===== config.mk =====
export PLATFORM = sky130hd
export DESIGN_NAME = sldr_regs
export DESIGN_NICKNAME = d
export VERILOG_FILES = /design/src/design/sldr_pkg.sv /design/src/design/sldr_regs.sv
export SDC_FILE = /design/constraint.sdc
export NUM_CORES = 1
export LEC_CHECK = 0
export ABC_AREA = 1
export BUFFER_PORTS_ARGS = -buffer_cell sky130_fd_sc_hd__buf_4
export CAP_MARGIN = 20
export CORE_MARGIN = 3
export CORE_UTILIZATION = 60
export CTS_BUF_LIST = sky130_fd_sc_hd__clkbuf_8
export DETAILED_ROUTE_END_ITERATION = 10
export PLACE_DENSITY = 0.91
export SYNTH_ARGS = -nofsm -noshare
export SYNTH_HDL_FRONTEND = slang
export SYNTH_SLANG_ARGS = --single-unit

===== constraint.sdc =====
create_clock -name clock_i -period 4.55 [get_ports clock_i]
set_input_delay 0.91 -clock clock_i [delete_from_list [all_inputs] [get_ports clock_i]]
set_output_delay 0.91 -clock clock_i [all_outputs]
set_load 0.02 [all_outputs]

===== src/design/sldr_pkg.sv =====
// Constants for the squib loop diagnostic register bank
`default_nettype none
package sldr_pkg;
    // ------------------------------------------------------------
    // Frame and register map
    // ------------------------------------------------------------
    localparam int          FRAME_BITS   = 32;
    localparam int          CNT_W        = 6;
    localparam logic [5:0]  FRAME_LAST   = 6'h1f;
    localparam int          RW_POS       = 31;
    localparam int          ADDR_HI      = 30;
    localparam int          ADDR_LO      = 24;
    localparam int          REG_W        = 20;
    localparam logic [6:0]  ADDR_REQUEST = 7'h38;
    localparam logic [6:0]  ADDR_RESULT  = 7'h37;
    localparam logic [19:0] REQUEST_RST  = 20'h00007;
    localparam logic [19:0] RESULT_RST   = 20'h00000;
    localparam logic [19:0] REQUEST_WMSK = 20'h0ffff;
    // ------------------------------------------------------------
    // Request register fields
    // ------------------------------------------------------------
    localparam int          DIAG_LEVEL_POS  = 15;
    localparam int          CURR_CHOICE_POS = 14;
    localparam int          PULLDOWN_POS    = 13;
    localparam int          SRC_HI          = 12;
    localparam int          SRC_LO          = 11;
    localparam int          SINK_POS        = 10;
    localparam int          MON_HI          = 9;
    localparam int          MON_LO          = 8;
    localparam int          RES_CH_HI       = 7;
    localparam int          RES_CH_LO       = 4;
    localparam int          LEAK_CH_HI      = 3;
    localparam int          LEAK_CH_LO      = 0;
    localparam logic [1:0]  SRC_OFF         = 2'h0;
    localparam logic [1:0]  SRC_40MA        = 2'h1;
    localparam logic [1:0]  SRC_BYPASS      = 2'h2;
    // ------------------------------------------------------------
    // Result register fields
    // ------------------------------------------------------------
    localparam int          RES_LEAK_HI  = 3;
    localparam int          RES_LEAK_LO  = 0;
    localparam int          RES_PIN_POS  = 4;
    localparam int          RES_BAT_POS  = 5;
    localparam int          RES_GND_POS  = 6;
    localparam int          RES_LOOP_POS = 7;
    localparam int          NUM_CH       = 4;
endpackage
`default_nettype wire


===== src/design/sldr_regs.sv =====
// Squib loop diagnostic request and result registers behind the SPI port
//
// Overview of operation
// - Loops shorted flag 1 when short found.
// - Ground short flag 1 when detected.
// - Battery short flag 1 when detected.
// - Tested pin bit: return 0, feed 1.
// - Leakage channel field, codes 0 to 3.
// - Leakage outcome updates flags, pin, channel.
// - Results clear on reset, else diagnostic-only updates.
// - Source control acts on resistance channel; 00 off.
// - Code 01 drives 40 mA on selected channel.
// - Request reset by safing reset; SPI writes only.
// - Code 10 bypass on selected; 11 off.
// - Sink on selected channel only when bit set.
// - Resistance channel field; 0100-1111 selects none.
// - Leakage channel field selects leakage/FET test channel.
`timescale 1ns/1ps
`default_nettype none
module sldr_regs (
    input  wire logic                          clock_i,
    input  wire logic                          rst_i,
    input  wire logic                          spi_sclk_i,
    input  wire logic                          spi_cs_n_i,
    input  wire logic                          spi_mosi_i,
    output logic                               spi_miso_o,
    input  wire logic                          safing_machine_reset_i,
    input  wire logic                          loop_test_done_i,
    input  wire logic                          loops_shorted_flag_i,
    input  wire logic                          leak_test_done_i,
    input  wire logic                          ground_short_flag_i,
    input  wire logic                          battery_short_flag_i,
    input  wire logic                          tested_pin_bit_i,
    input  wire logic [3:0]                    leakage_channel_field_i,
    output logic [sldr_pkg::NUM_CH-1:0]        source_40ma_en_o,
    output logic [sldr_pkg::NUM_CH-1:0]        source_bypass_en_o,
    output logic                               source_low_current_o,
    output logic [sldr_pkg::NUM_CH-1:0]        sink_en_o,
    output logic [sldr_pkg::NUM_CH-1:0]        leak_channel_sel_o,
    output logic                               pulldown_ctrl_bit_o,
    output logic [1:0]                         regulator_current_monitor_o,
    output logic [sldr_pkg::REG_W-1:0]         loop_diag_request_o
);
    import sldr_pkg::*;

    // ------------------------------------------------------------
    // Pin synchronisers
    // ------------------------------------------------------------
    logic [2:0] sclk_s_r;
    logic [2:0] csn_s_r;
    logic [1:0] mosi_s_r;

    // Stage 0 feeds only stage 1; stage 2 exists for edge detection
    always_ff @(posedge clock_i or posedge rst_i) begin
        if (rst_i) begin
            sclk_s_r <= 3'h0;
            csn_s_r  <= 3'h7;
            mosi_s_r <= 2'h0;
        end else begin
            sclk_s_r <= {sclk_s_r[1:0], spi_sclk_i};
            csn_s_r  <= {csn_s_r[1:0], spi_cs_n_i};
            mosi_s_r <= {mosi_s_r[0], spi_mosi_i};
        end
    end

    logic sclk_rise;
    logic sclk_fall;
    logic cs_active;
    logic frame_end;
    assign sclk_rise = sclk_s_r[1] & ~sclk_s_r[2];
    assign sclk_fall = ~sclk_s_r[1] & sclk_s_r[2];
    assign cs_active = ~csn_s_r[1];
    assign frame_end = csn_s_r[1] & ~csn_s_r[2];

    // ------------------------------------------------------------
    // Frame shifter and register state
    // ------------------------------------------------------------
    logic [FRAME_BITS-1:0] rx_r;
    logic [FRAME_BITS-1:0] rx_nxt;
    logic [FRAME_BITS-1:0] tx_r;
    logic [FRAME_BITS-1:0] tx_nxt;
    logic [CNT_W-1:0]      cnt_r;
    logic [CNT_W-1:0]      cnt_nxt;
    logic [REG_W-1:0]      req_r;
    logic [REG_W-1:0]      req_nxt;
    logic [REG_W-1:0]      res_r;
    logic [REG_W-1:0]      res_nxt;
    logic                  frame_ok;
    logic                  wr_req;
    logic [6:0]            rx_addr;
    logic [REG_W-1:0]      rd_data;

    assign frame_ok = frame_end && (cnt_r == CNT_W'(FRAME_BITS));
    assign rx_addr  = rx_r[ADDR_HI:ADDR_LO];
    assign wr_req   = frame_ok && rx_r[RW_POS] && (rx_addr == ADDR_REQUEST);

    // Read data for the answer of the next frame; top bits forced low
    always_comb begin
        rd_data = '0;
        if (rx_addr == ADDR_REQUEST) begin
            rd_data = req_r & REQUEST_WMSK;
        end else if (rx_addr == ADDR_RESULT) begin
            rd_data = res_r;
        end
    end

    // Shifting runs only while selected; a short or long frame is dropped
    always_comb begin
        rx_nxt  = rx_r;
        tx_nxt  = tx_r;
        cnt_nxt = cnt_r;
        if (frame_end) begin
            cnt_nxt = '0;
            if (frame_ok) begin
                tx_nxt = {1'b0, rx_addr, 4'h0, rd_data};
            end
        end else if (cs_active && sclk_rise) begin
            rx_nxt = {rx_r[FRAME_BITS-2:0], mosi_s_r[1]};
            if (cnt_r <= CNT_W'(FRAME_BITS)) begin
                cnt_nxt = cnt_r + CNT_W'(1);
            end
        end else if (cs_active && sclk_fall && (cnt_r != '0)) begin
            tx_nxt = {tx_r[FRAME_BITS-2:0], 1'b0};
        end
    end

    // Request register: safing reset first, then SPI writes only
    always_comb begin
        req_nxt = req_r;
        if (safing_machine_reset_i) begin
            req_nxt = REQUEST_RST;
        end else if (wr_req) begin
            req_nxt = rx_r[REG_W-1:0] & REQUEST_WMSK;
        end
    end

    // Result register; reset wins over a same-cycle diagnostic outcome
    always_comb begin
        res_nxt = res_r;
        if (safing_machine_reset_i) begin
            res_nxt = RESULT_RST;
        end else begin
            if (loop_test_done_i) begin
                res_nxt[RES_LOOP_POS] = loops_shorted_flag_i;
            end
            if (leak_test_done_i) begin
                res_nxt[RES_GND_POS] = ground_short_flag_i;
                res_nxt[RES_BAT_POS] = battery_short_flag_i;
                res_nxt[RES_PIN_POS] = tested_pin_bit_i;
                res_nxt[RES_LEAK_HI:RES_LEAK_LO] = leakage_channel_field_i;
            end
        end
    end

    always_ff @(posedge clock_i or posedge rst_i) begin
        if (rst_i) begin
            rx_r  <= '0;
            tx_r  <= '0;
            cnt_r <= '0;
            req_r <= REQUEST_RST;
            res_r <= RESULT_RST;
        end else begin
            rx_r  <= rx_nxt;
            tx_r  <= tx_nxt;
            cnt_r <= cnt_nxt;
            req_r <= req_nxt;
            res_r <= res_nxt;
        end
    end

    // ------------------------------------------------------------
    // Channel controls
    // ------------------------------------------------------------
    logic       low_level;
    logic [1:0] src_code;
    logic [3:0] res_ch;
    logic [3:0] leak_ch;
    assign low_level = ~req_r[DIAG_LEVEL_POS];
    assign src_code  = req_r[SRC_HI:SRC_LO];
    assign res_ch    = req_r[RES_CH_HI:RES_CH_LO];
    assign leak_ch   = req_r[LEAK_CH_HI:LEAK_CH_LO];

    logic [NUM_CH-1:0] src40_nxt;
    logic [NUM_CH-1:0] byp_nxt;
    logic [NUM_CH-1:0] sink_nxt;
    logic [NUM_CH-1:0] leak_nxt;
    logic [NUM_CH-1:0] src40_r;
    logic [NUM_CH-1:0] byp_r;
    logic [NUM_CH-1:0] sink_r;
    logic [NUM_CH-1:0] leak_r;

    // Codes 0100-1111 match no index, so every channel stays off
    for (genvar c = 0; c < NUM_CH; c++) begin : g_ch
        logic res_hit;
        assign res_hit     = low_level && (res_ch == 4'(c));
        assign src40_nxt[c] = res_hit && (src_code == SRC_40MA);
        assign byp_nxt[c]   = res_hit && (src_code == SRC_BYPASS);
        assign sink_nxt[c]  = res_hit && req_r[SINK_POS];
        assign leak_nxt[c]  = low_level && (leak_ch == 4'(c));
    end

    always_ff @(posedge clock_i or posedge rst_i) begin
        if (rst_i) begin
            src40_r <= '0;
            byp_r   <= '0;
            sink_r  <= '0;
            leak_r  <= '0;
        end else begin
            src40_r <= src40_nxt;
            byp_r   <= byp_nxt;
            sink_r  <= sink_nxt;
            leak_r  <= leak_nxt;
        end
    end

    // Output copies, all straight from flip-flops
    assign spi_miso_o                  = tx_r[FRAME_BITS-1];
    assign source_40ma_en_o            = src40_r;
    assign source_bypass_en_o          = byp_r;
    assign sink_en_o                   = sink_r;
    assign leak_channel_sel_o          = leak_r;
    assign source_low_current_o        = req_r[CURR_CHOICE_POS];
    assign pulldown_ctrl_bit_o         = req_r[PULLDOWN_POS];
    assign regulator_current_monitor_o = req_r[MON_HI:MON_LO];
    assign loop_diag_request_o         = req_r;

    // ------------------------------------------------------------
    // Assertions
    // ------------------------------------------------------------
    loop_flag_a: assert property (@(posedge clock_i) disable iff (rst_i)
        (loop_test_done_i && !safing_machine_reset_i) |=> res_r[RES_LOOP_POS] == $past(loops_shorted_flag_i))
        else $error("loops shorted flag not taken");
    ground_flag_a: assert property (@(posedge clock_i) disable iff (rst_i)
        (leak_test_done_i && !safing_machine_reset_i) |=> res_r[RES_GND_POS] == $past(ground_short_flag_i))
        else $error("ground short flag not taken");
    battery_flag_a: assert property (@(posedge clock_i) disable iff (rst_i)
        (leak_test_done_i && !safing_machine_reset_i) |=> res_r[RES_BAT_POS] == $past(battery_short_flag_i))
        else $error("battery short flag not taken");
    pin_bit_a: assert property (@(posedge clock_i) disable iff (rst_i)
        (leak_test_done_i && !safing_machine_reset_i) |=> res_r[RES_PIN_POS] == $past(tested_pin_bit_i))
        else $error("tested pin bit not taken");
    leak_field_a: assert property (@(posedge clock_i) disable iff (rst_i)
        (leak_test_done_i && !safing_machine_reset_i)
        |=> res_r[RES_LEAK_HI:RES_LEAK_LO] == $past(leakage_channel_field_i))
        else $error("leakage channel field not taken");
    result_hold_a: assert property (@(posedge clock_i) disable iff (rst_i)
        (!leak_test_done_i && !loop_test_done_i && !safing_machine_reset_i) |=> $stable(res_r))
        else $error("result changed without a cause");
    result_clear_a: assert property (@(posedge clock_i) disable iff (rst_i)
        safing_machine_reset_i |=> (res_r == RESULT_RST) && (req_r == REQUEST_RST))
        else $error("safing reset did not clear registers");
    request_hold_a: assert property (@(posedge clock_i) disable iff (rst_i)
        (!wr_req && !safing_machine_reset_i) |=> $stable(req_r))
        else $error("request changed without a write");
    source_sel_a: assert property (@(posedge clock_i) disable iff (rst_i)
        (low_level && src_code == SRC_40MA && res_ch < 4'h4) ##1 $stable(req_r)
        |-> source_40ma_en_o == (4'h1 << $past(res_ch)))
        else $error("40 mA source on wrong channel");
    source_off_a: assert property (@(posedge clock_i) disable iff (rst_i)
        (src_code == SRC_OFF || src_code == 2'h3 || res_ch > 4'h3)
        |=> (source_40ma_en_o == '0) && (source_bypass_en_o == '0))
        else $error("source on while switched off");
    sink_gate_a: assert property (@(posedge clock_i) disable iff (rst_i)
        !req_r[SINK_POS] |=> sink_en_o == '0)
        else $error("sink on with sink bit clear");
    readback_zero_a: assert property (@(posedge clock_i) disable iff (rst_i)
        (frame_ok && rx_addr == ADDR_REQUEST) |=> tx_r[19:16] == 4'h0)
        else $error("request read-back top bits not zero");
endmodule
`default_nettype wire


Word level (Yosys, flattened, before mapping). Index checks and enable logic that the tools add are counted. Widths: inputs -> output; s select.

Register bits after elaboration: 122. Input port bits: 16. Output and inout bits: 41. Word-level logic and storage cells: 89.

$add $sub $neg: 1. $lt $le $gt $ge: 1. Eq/ne operators: 13. Muxes and demuxes: 14. Bitwise operators: 9. Reductions and logical operators: 38.

Operators with widths (number): $mux 32 (4); $mux 20 (2); $logic_and 1x1->1 (26); $mux 6 (3); $eq 4x2->1 const B (4); $mux 16 (1); $mux 8 (2); $eq 7x6->1 const B (2); $reduce_bool 2->1 (6); $eq 4x1->1 const B (2); $logic_not 4->1 (2); $mux 7 (1); $add 6x1->6 const B (1); $eq 6x6->1 const B (1); $le 6x6->1 const B (1); $not 1->1 (6); $reduce_bool 6->1 (1); $reduce_and 2->1 (2); $and 1x1->1 (3); $reduce_and 3->1 (1); $eq 2x1->1 const B (1); $eq 2x2->1 const B (1); $ne 2x1->1 const B (1); $ne 2x2->1 const B (1); $mux 1 (1).

Longest topological paths before layout. Gate-level depths: netlist (run 1).

Word-level depth: 7. Gate-level depth with buffers: 11. Depth with buffers taken out: 10.

Worst setup path before layout (run 1). Ideal clock, no wire load.

Kind: input to register. From: input port leak_test_done_i. To: register res_r[0]. Setup time: 0.129 ns. Arrival time: 1.438 ns. Required time: 4.421 ns. Path slack: 2.983 ns. Cell stages on the path: 3. Buffers on the path: 1. Cell sequence: clkbuf_1 > or2_0 > o21ai_0.

Cells in the longest elaborated chain, start to end: 1.

RTL lines: start: declaration (line sldr_regs.sv:30) `input wire logic leak_test_done_i,`; $reduce_bool 2->1 (no source line); end signal: assignment (line sldr_regs.sv:167) `res_r <= res_nxt;`; end: declaration (line sldr_regs.sv:86) `logic [REG_W-1:0] res_r;`.

Every way passes these cells. A chain may end at the register's enable or synchronous reset.

Final worst setup path (run 1).
From: register csn_s_r[1]. To: register cnt_r[1].

Cells in the longest elaborated chain, start to end: 4. Elaborated cells between the ends (all ways): 7. Those cells by class: mux (1); bitwise (2); reduce/logical (4).

RTL lines: start: declaration (line sldr_regs.sv:50) `logic [2:0] csn_s_r;`; start signal: assignment (line sldr_regs.sv:61) `csn_s_r <= {csn_s_r[1:0], spi_cs_n_i};`; $not 1->1 (line sldr_regs.sv:72) `assign cs_active = ~csn_s_r[1];`; $logic_and 1x1->1 (line sldr_regs.sv:117) `end else if (cs_active && sclk_rise) begin`; $reduce_bool 2->1 (no source line); $reduce_and 2->1 (no source line); end signal: assignment (line sldr_regs.sv:165) `cnt_r <= cnt_nxt;`; end: declaration (line sldr_regs.sv:82) `logic [CNT_W-1:0] cnt_r;`.

Parallel ways exist; a longest one is shown, timed or not.

==> results by group, run 1 <==
Global route
  – Antenna violations before repair: 0
  – Maximum number of pins on one net before global-route repair: 61
  – Number of global-route vias before repair: 4,031
  – GRT Resource Usage Total: 25.87%
  – Wire length of the first global-routing pass: slightly below 20 mm
  – GRT overflow: 0

Timing
  – Maximum achievable frequency: approximately 380 MHz
  – Slew of the pin with the lowest slew margin: 0.9277 ns
  – Max transition margin: 38.08%
  – Final number of setup-violating endpoints: 0
  – Setup slack after layout: 1.903 ns
  – Setup tns final: 0 ns
  – Layout Skew: around 0.013 ns
  – Post-route clock period utilization: 58.17%
  – Final Max Slew Viols: 0
  – Setup repair after global routing missed its margin: false
  – Final Hold Vio Count: 0
  – Min Hold Slack: roughly 0.36 ns
  – Period minus WS final: 2.647 ns

Setup path
  – Data arrival time of the critical path: approximately 3 ns
  – Depth of the most critical reg-to-reg path: 7
  – Origin of the worst setup path: csn_s_r[1]
  – WP data required: 4.86 ns
  – Setup slack of the most critical reg-to-reg path: between 1.5 and 2 ns
  – Critical path capture point: cnt_r[1]
  – Element type at the critical path start: flop
  – Capturing point of the worst reg2reg path: cnt_r[1]
  – Maximum fanout along the worst path: 32
  – Reg-to-reg startpoint: csn_s_r[1]
  – CP endpoint kind: flop
  – Worst setup path class: reg2reg

Clock tree
  – Clock insertion delay at the later pin of the skew report: 0.45 ns
  – Clock input transition at the sequential cells of the worst setup and hold paths: about 0.070 ns
  – TritonCTS clock tree: yes
  – CTS H-Tree Depth: 4
  – Post-CTS setup buffer count: 0
  – Sinks on Clock Net: approximately 120
  – Clock buffers created by TritonCTS: 17
  – CTS Hold Bufs: 0
  – Root buffer selected by CTS: sky130_fd_sc_hd__clkbuf_8
  – Longest Clk Path Bufs: 2
  – Post-CTS sizing: 0

Detailed routing
  – Routed via count: 4,205
  – Post-detailed-route wirelength per cell: 16.14 um
  – Number of DRC violations after detailed-routing iteration 0: 632
  – ANT nets after route: 0
  – Number of remaining DRC errors: 0
  – Drt pass-1 iters: 6
  – Via density per instance: 5.682
  – Total Routed Length: 11.95 mm

Layout
  – Number of diodes: 0
  – Growth of design area from synthesis to finish: 16.21%
  – Most common library cell in the layout ignoring fill and taps: sky130_fd_sc_hd__nand2_1
  – Share of final-layout standard cells stronger than drive strength 1: just under 20%
  – Nets@finish: 640
  – Fill cell instance count of the final layout: ~540
  – Commonest non-fill, non-tap cells in the layout: 169 x sky130_fd_sc_hd__nand2_1, 112 x sky130_fd_sc_hd__dfrtp_1, 79 x sky130_fd_sc_hd__nand3_1
  – Final instance area: 5964 um^2

Floorplanning
  – DIE HEIGHT: 98.49 um
  – Initial standard-cell utilization of the core: 62.15%
  – Width of the die: 98.49 um
  – Number of rows created at floorplan: 33
  – Area of the placeable core: 8258 um^2
  – DIE AREA: about 9700 um^2
  – Number of ports placed on the die boundary: 57

Place
  – Setup slack after placement: approximately 2.1 ns
  – Final weighted congestion of routability-driven global placement: 0.8955
  – Dpl hpwl: 7.254 mm
  – Placed Instance Area: 5474 um^2
  – I/O Buffers: 52

Synth
  – Number of enable-type register cells in the synthesized netlist: 0
  – Area share of the leading cell type in the synthesized netlist: between 50% and 60%
  – Async S/R FF share, synth: 100.0%
  – Leading cell types by total area after synthesis: sky130_fd_sc_hd__dfrtp_1 55%, sky130_fd_sc_hd__nand2_1 12%, sky130_fd_sc_hd__nand3_1 7.7%, sky130_fd_sc_hd__o21ai_0 5.3%, sky130_fd_sc_hd__inv_1 3.4%
  – Cell count after synthesis: 577
  – Share of synthesized area occupied by flip-flops and latches: between 50% and 60%
  – Area leader, netlist: sky130_fd_sc_hd__dfrtp_1
  – Post-Synthesis Mean Instance Area: 8.895 um^2
  – Synthesis Warnings: 0
  – Post-synthesis instance area: 5132 um^2
  – Number of distinct standard cells referenced by the synthesized netlist: 31
  – FF+latch count, synth: 118
  – Flip-flop cell with the highest count after synthesis: sky130_fd_sc_hd__dfrtp_1

Power
  – PwrDens: between 400 and 500 nW/um^2
  – Max IR drop VDD: 0.0002911 V
  – Leakage Power: 2.956 nW

Outcome
  – Run status: finished, final reports clean

Worst hold path
  – Worst Hold Class: reg2reg

Flow run
  – Max-cap violations: 0
## how the worst min path moves through the flow
stage	startpoint	endpoint	cells past startpoint
floorplan	mosi_s_r[0]	mosi_s_r[1]	0
global placement	sclk_s_r[0]	sclk_s_r[1]	0
detailed placement	sclk_s_r[0]	sclk_s_r[1]	0
CTS	mosi_s_r[0]	mosi_s_r[1]	0
global route	csn_s_r[0]	csn_s_r[1]	0
finish	mosi_s_r[0]	mosi_s_r[1]	0
## Yosys cell counts (all sizes together) (4+ instances only)
library cell / number
dfrtp: 112
nand3: 81
nand2: 174
nor4: 4
a21oi: 4
or2: 9
o21ai: 60
clkbuf: 8
o22ai: 4
nand4: 4
dfstp: 6
nor2: 25
inv: 54
buf: 25
## logic make-up after synthesis
family | after synthesis | synth area share, %
AOI/OAI and AO/OA | 68 | 6.728
DFF | 118 | 57.68
and+or+nand+nor | 299 | 26.47
adders and majority gates | 2 | 0.4875
buffers and inverters | 87 | 8.215
xor gates and xnor gates | 2 | 0.3414
other | 1 | 0.07306
## power by group
part	leakage (nW)	internal (W)	switching, W
combinational	1.14	0.000104	0.000183
sequential	1.59	0.00114	0.0000673
clock	0.224	0.000656	0.000453
## flip-flops by register name (all words and copies together), names as in the netlist, 6 cells and up
signal	count
cnt_r	6
loop_diag_request_o	16
tx_r	32
res_r	8
rx_r	32
## cell type report
cell class              count  area, um^2  share of cell area, %
well taps                 105       131.4                  2.203
flip-flops and latches    118        2960                  49.63
multi-input cells         375        1762                  29.54
clock buffers              17       234.0                  3.923
repair buffers             56       440.4                  7.384
clock inverters            15       229.0                  3.839
inverters                  54       207.7                  3.482
## critical path, cell delays in order, from the launching register on
cell,delay [ns]
sky130_fd_sc_hd__dfstp_2,0.59
sky130_fd_sc_hd__inv_2,0.07
sky130_fd_sc_hd__nor2_4,0.52
sky130_fd_sc_hd__inv_1,0.62
sky130_fd_sc_hd__nand3_1,0.28
sky130_fd_sc_hd__nand2_1,0.21
sky130_fd_sc_hd__nand2_1,0.11
sky130_fd_sc_hd__o21ai_0,0.09
## per-stage QoR
stage	utilization [%]	instances	power, W
2_1_floorplan	-	580	0.001413
3_3_place_gp	66.29	707	0.001466
3_5_place_dp	66.29	707	0.001487
4_1_cts	71.89	739	0.002593
5_1_grt	72.23	740	0.002702
6_report	72.23	740	0.002601
## per-layer routing
metal / vias to the layer above / track usage [%] / share of wire, %
met1: 2019 / 33.45 / 38
met2: 210 / 41.60 / 51
met4: 0 / 12.29 / 3.5
met3: 47 / 6.086 / 7.8
met5: - / 0 / 0
li1: 1929 / - / -
(Power assumes the default switching activity.)
==> inputs of run 2 (changes only) <==
- CORE_UTILIZATION: 60 -> 55
- PLACE_DENSITY: 0.91 -> 0.89
- clock period: 4.55 -> 2.31 ns (I/O delays scaled with it)
==> results by group, run 2 (same netlist as run 1, synthesis figures left out) <==
Outcome
  – Run status: finished, final reports clean (unchanged)

Global route
  – Met1 demand-to-capacity share in global routing: 28.22% (was 33.45%)
  – GRT overflow: 0 (unchanged)
  – Busiest metal layer after global routing: met2 (unchanged)
  – Wire length of the first global-routing pass: 18.65 mm (was 19.68 mm)
  – Maximum number of pins on one net before global-route repair: 40 (was 61)
  – Routing usage on met2: 37.04% (was 41.60%)
  – GRT Resource Usage Total: 22.91% (was 25.87%)
  – Number of global-route vias before repair: 4,002 (was 4,031)
  – Antenna violations before repair: 0 (unchanged)
  – Met3 GRT Util: 6.225% (was 6.086%)

Clock tree
  – CTS Hold Bufs: 0 (unchanged)
  – Clock insertion delay at the later pin of the skew report: 0.43 ns (was 0.45 ns)
  – CTS H-Tree Depth: 4 (unchanged)
  – Post-CTS sizing: 0 (unchanged)
  – Root buffer selected by CTS: sky130_fd_sc_hd__clkbuf_8 (unchanged)
  – Clock input transition at the sequential cells of the worst setup and hold paths: 0.08 ns (was 0.07 ns)
  – Longest Clk Path Bufs: 2 (unchanged)
  – Sinks on Clock Net: 118 (unchanged)
  – Clock buffers created by TritonCTS: 17 (unchanged)
  – TritonCTS clock tree: yes (unchanged)
  – Post-CTS setup buffer count: 0 (unchanged)

Setup path
  – Data arrival time of the critical path: 2.20 ns (was 2.96 ns)
  – WP data required: 2.67 ns (was 4.86 ns)
  – Setup slack of the most critical reg-to-reg path: 0.47 ns (was 1.90 ns)
  – Depth of the most critical reg-to-reg path: 10 (was 7)
  – Maximum fanout along the worst path: 37 (was 32)
  – CP endpoint kind: flop (unchanged)
  – Element type at the critical path start: flop (unchanged)
  – Worst setup path class: reg2reg (unchanged)
  – Reg-to-reg startpoint: cnt_r[0] (was csn_s_r[1])
  – Capturing point of the worst reg2reg path: tx_r[16] (was cnt_r[1])
  – Origin of the worst setup path: cnt_r[0] (was csn_s_r[1])

Floorplanning
  – Width of the die: 102.6 um (was 98.49 um)
  – Number of ports placed on the die boundary: 57 (unchanged)
  – Initial standard-cell utilization of the core: 57.73% (was 62.15%)
  – DIE AREA: 10,530 um^2 (was 9700 um^2)
  – Number of rows created at floorplan: 34 (was 33)
  – DIE HEIGHT: 102.6 um (was 98.49 um)
  – Area of the placeable core: 8891 um^2 (was 8258 um^2)

Detailed routing
  – Number of remaining DRC errors: 0 (unchanged)
  – Total Routed Length: 11.27 mm (was 11.95 mm)
  – Drt pass-1 iters: 7 (was 6)
  – Post-detailed-route wirelength per cell: 15.07 um (was 16.14 um)
  – Via density per instance: 5.488 (was 5.682)
  – ANT nets after route: 0 (unchanged)
  – Routed via count: 4,105 (was 4,205)
  – Number of DRC violations after detailed-routing iteration 0: 353 (was 632)

Layout
  – Final instance area: 5943 um^2 (was 5964 um^2)
  – Number of diodes: 0 (unchanged)
  – Commonest non-fill, non-tap cells in the layout: 169 x sky130_fd_sc_hd__nand2_1, 112 x sky130_fd_sc_hd__dfrtp_1, 79 x sky130_fd_sc_hd__nand3_1 (unchanged)
  – Nets@finish: 645 (was 640)
  – Fill cell instance count of the final layout: 680 (was 544)
  – Share of final-layout standard cells stronger than drive strength 1: 19.84% (was 19.21%)
  – Final cell count without fillers: 748 (was 740)
  – Growth of design area from synthesis to finish: 15.80% (was 16.21%)
  – Most common library cell in the layout ignoring fill and taps: sky130_fd_sc_hd__nand2_1 (unchanged)

Timing
  – Min Hold Slack: 0.1245 ns (was 0.3602 ns)
  – Slew of the pin with the lowest slew margin: 0.6463 ns (was 0.9277 ns)
  – Max transition margin: 56.83% (was 38.08%)
  – Setup repair after global routing missed its margin: false (unchanged)
  – Final Hold Vio Count: 0 (unchanged)
  – Final number of setup-violating endpoints: 0 (unchanged)
  – Maximum achievable frequency: 544.8 MHz (was 377.8 MHz)
  – Period minus WS final: 1.836 ns (was 2.647 ns)
  – Final Max Slew Viols: 0 (unchanged)
  – Layout Skew: 0.01455 ns (was 0.01279 ns)
  – Setup tns final: 0 ns (unchanged)
  – Post-route clock period utilization: 79.46% (was 58.17%)
  – Setup slack after layout: 0.4744 ns (was 1.903 ns)

Place
  – Final weighted congestion of routability-driven global placement: 0.8382 (was 0.8955)
  – Placed Instance Area: 5549 um^2 (was 5474 um^2)
  – I/O Buffers: 52 (unchanged)
  – Setup slack after placement: 0.5119 ns (was 2.074 ns)
  – Placed Cells: 716 (was 707)
  – Dpl hpwl: 7.556 mm (was 7.254 mm)

Flow run
  – Max-cap violations: 0 (unchanged)

Worst hold path
  – Worst Hold Class: in2async (was reg2reg)

Power
  – PwrDens: 800.4 nW/um^2 (was 436.1 nW/um^2)
  – Max IR drop VDD: 0.0004932 V (was 0.0002911 V)
  – Leakage Power: 2.951 nW (was 2.956 nW)
==> run 2: worst max-delay path, cell delays in order, from the launching register on <==
cell and delay, ns:
sky130_fd_sc_hd__dfrtp_1 0.42, sky130_fd_sc_hd__inv_1 0.10, sky130_fd_sc_hd__ha_1 0.16, sky130_fd_sc_hd__nand2_2 0.07
sky130_fd_sc_hd__nor2_4 0.12, sky130_fd_sc_hd__nand2_1 0.08, sky130_fd_sc_hd__nand2_2 0.08, sky130_fd_sc_hd__nand2_4 0.24
sky130_fd_sc_hd__inv_4 0.33, sky130_fd_sc_hd__nand2_1 0.10, sky130_fd_sc_hd__nand2_1 0.08
==> run 2: layer usage <==
metal / routed length [um] / vias up
met3: 596 / 42
li1: - / 1935
met2: 5676 / 153
met5: 0 / -
met4: 426 / 0
met1: 4572 / 1975
==> run 2: report_power, final <==
group	switching, W	internal (W)	total, W
sequential	0.000129	0.00224	0.00237
combinational	0.000337	0.000211	0.000548
clock	0.000830	0.00101	0.00184
==> run 2: layout make-up <==
cell class | count | area [um^2] | area share (%)
flip-flops and latches | 118 | 2960 | 49.81
multi-input cells | 375 | 1762 | 29.64
repair buffers | 61 | 483.0 | 8.126
clock buffers | 19 | 261.5 | 4.400
inverters | 54 | 209.0 | 3.516
well taps | 108 | 135.1 | 2.274
clock inverters | 13 | 132.6 | 2.232
==> run 2: per-stage QoR <==
step / power, W / utilization [%]
3_5_place_dp: 0.002942 / 62.41
4_1_cts: 0.004767 / 66.84
2_1_floorplan: 0.002784 / -
6_report: 0.004757 / 66.84
5_1_grt: 0.004965 / 66.84
3_3_place_gp: 0.002897 / 62.41
==> run 2: how the worst max path moves through the flow <==
stage,end,slack (ns),depth (start not counted)
global route,tx_r[17],0.28,10
finish,tx_r[16],0.47,10
detailed placement,tx_r[17],0.51,9
global placement,tx_r[1],0.59,9
CTS,tx_r[16],0.49,10
floorplan,cnt_r[0],0.41,1
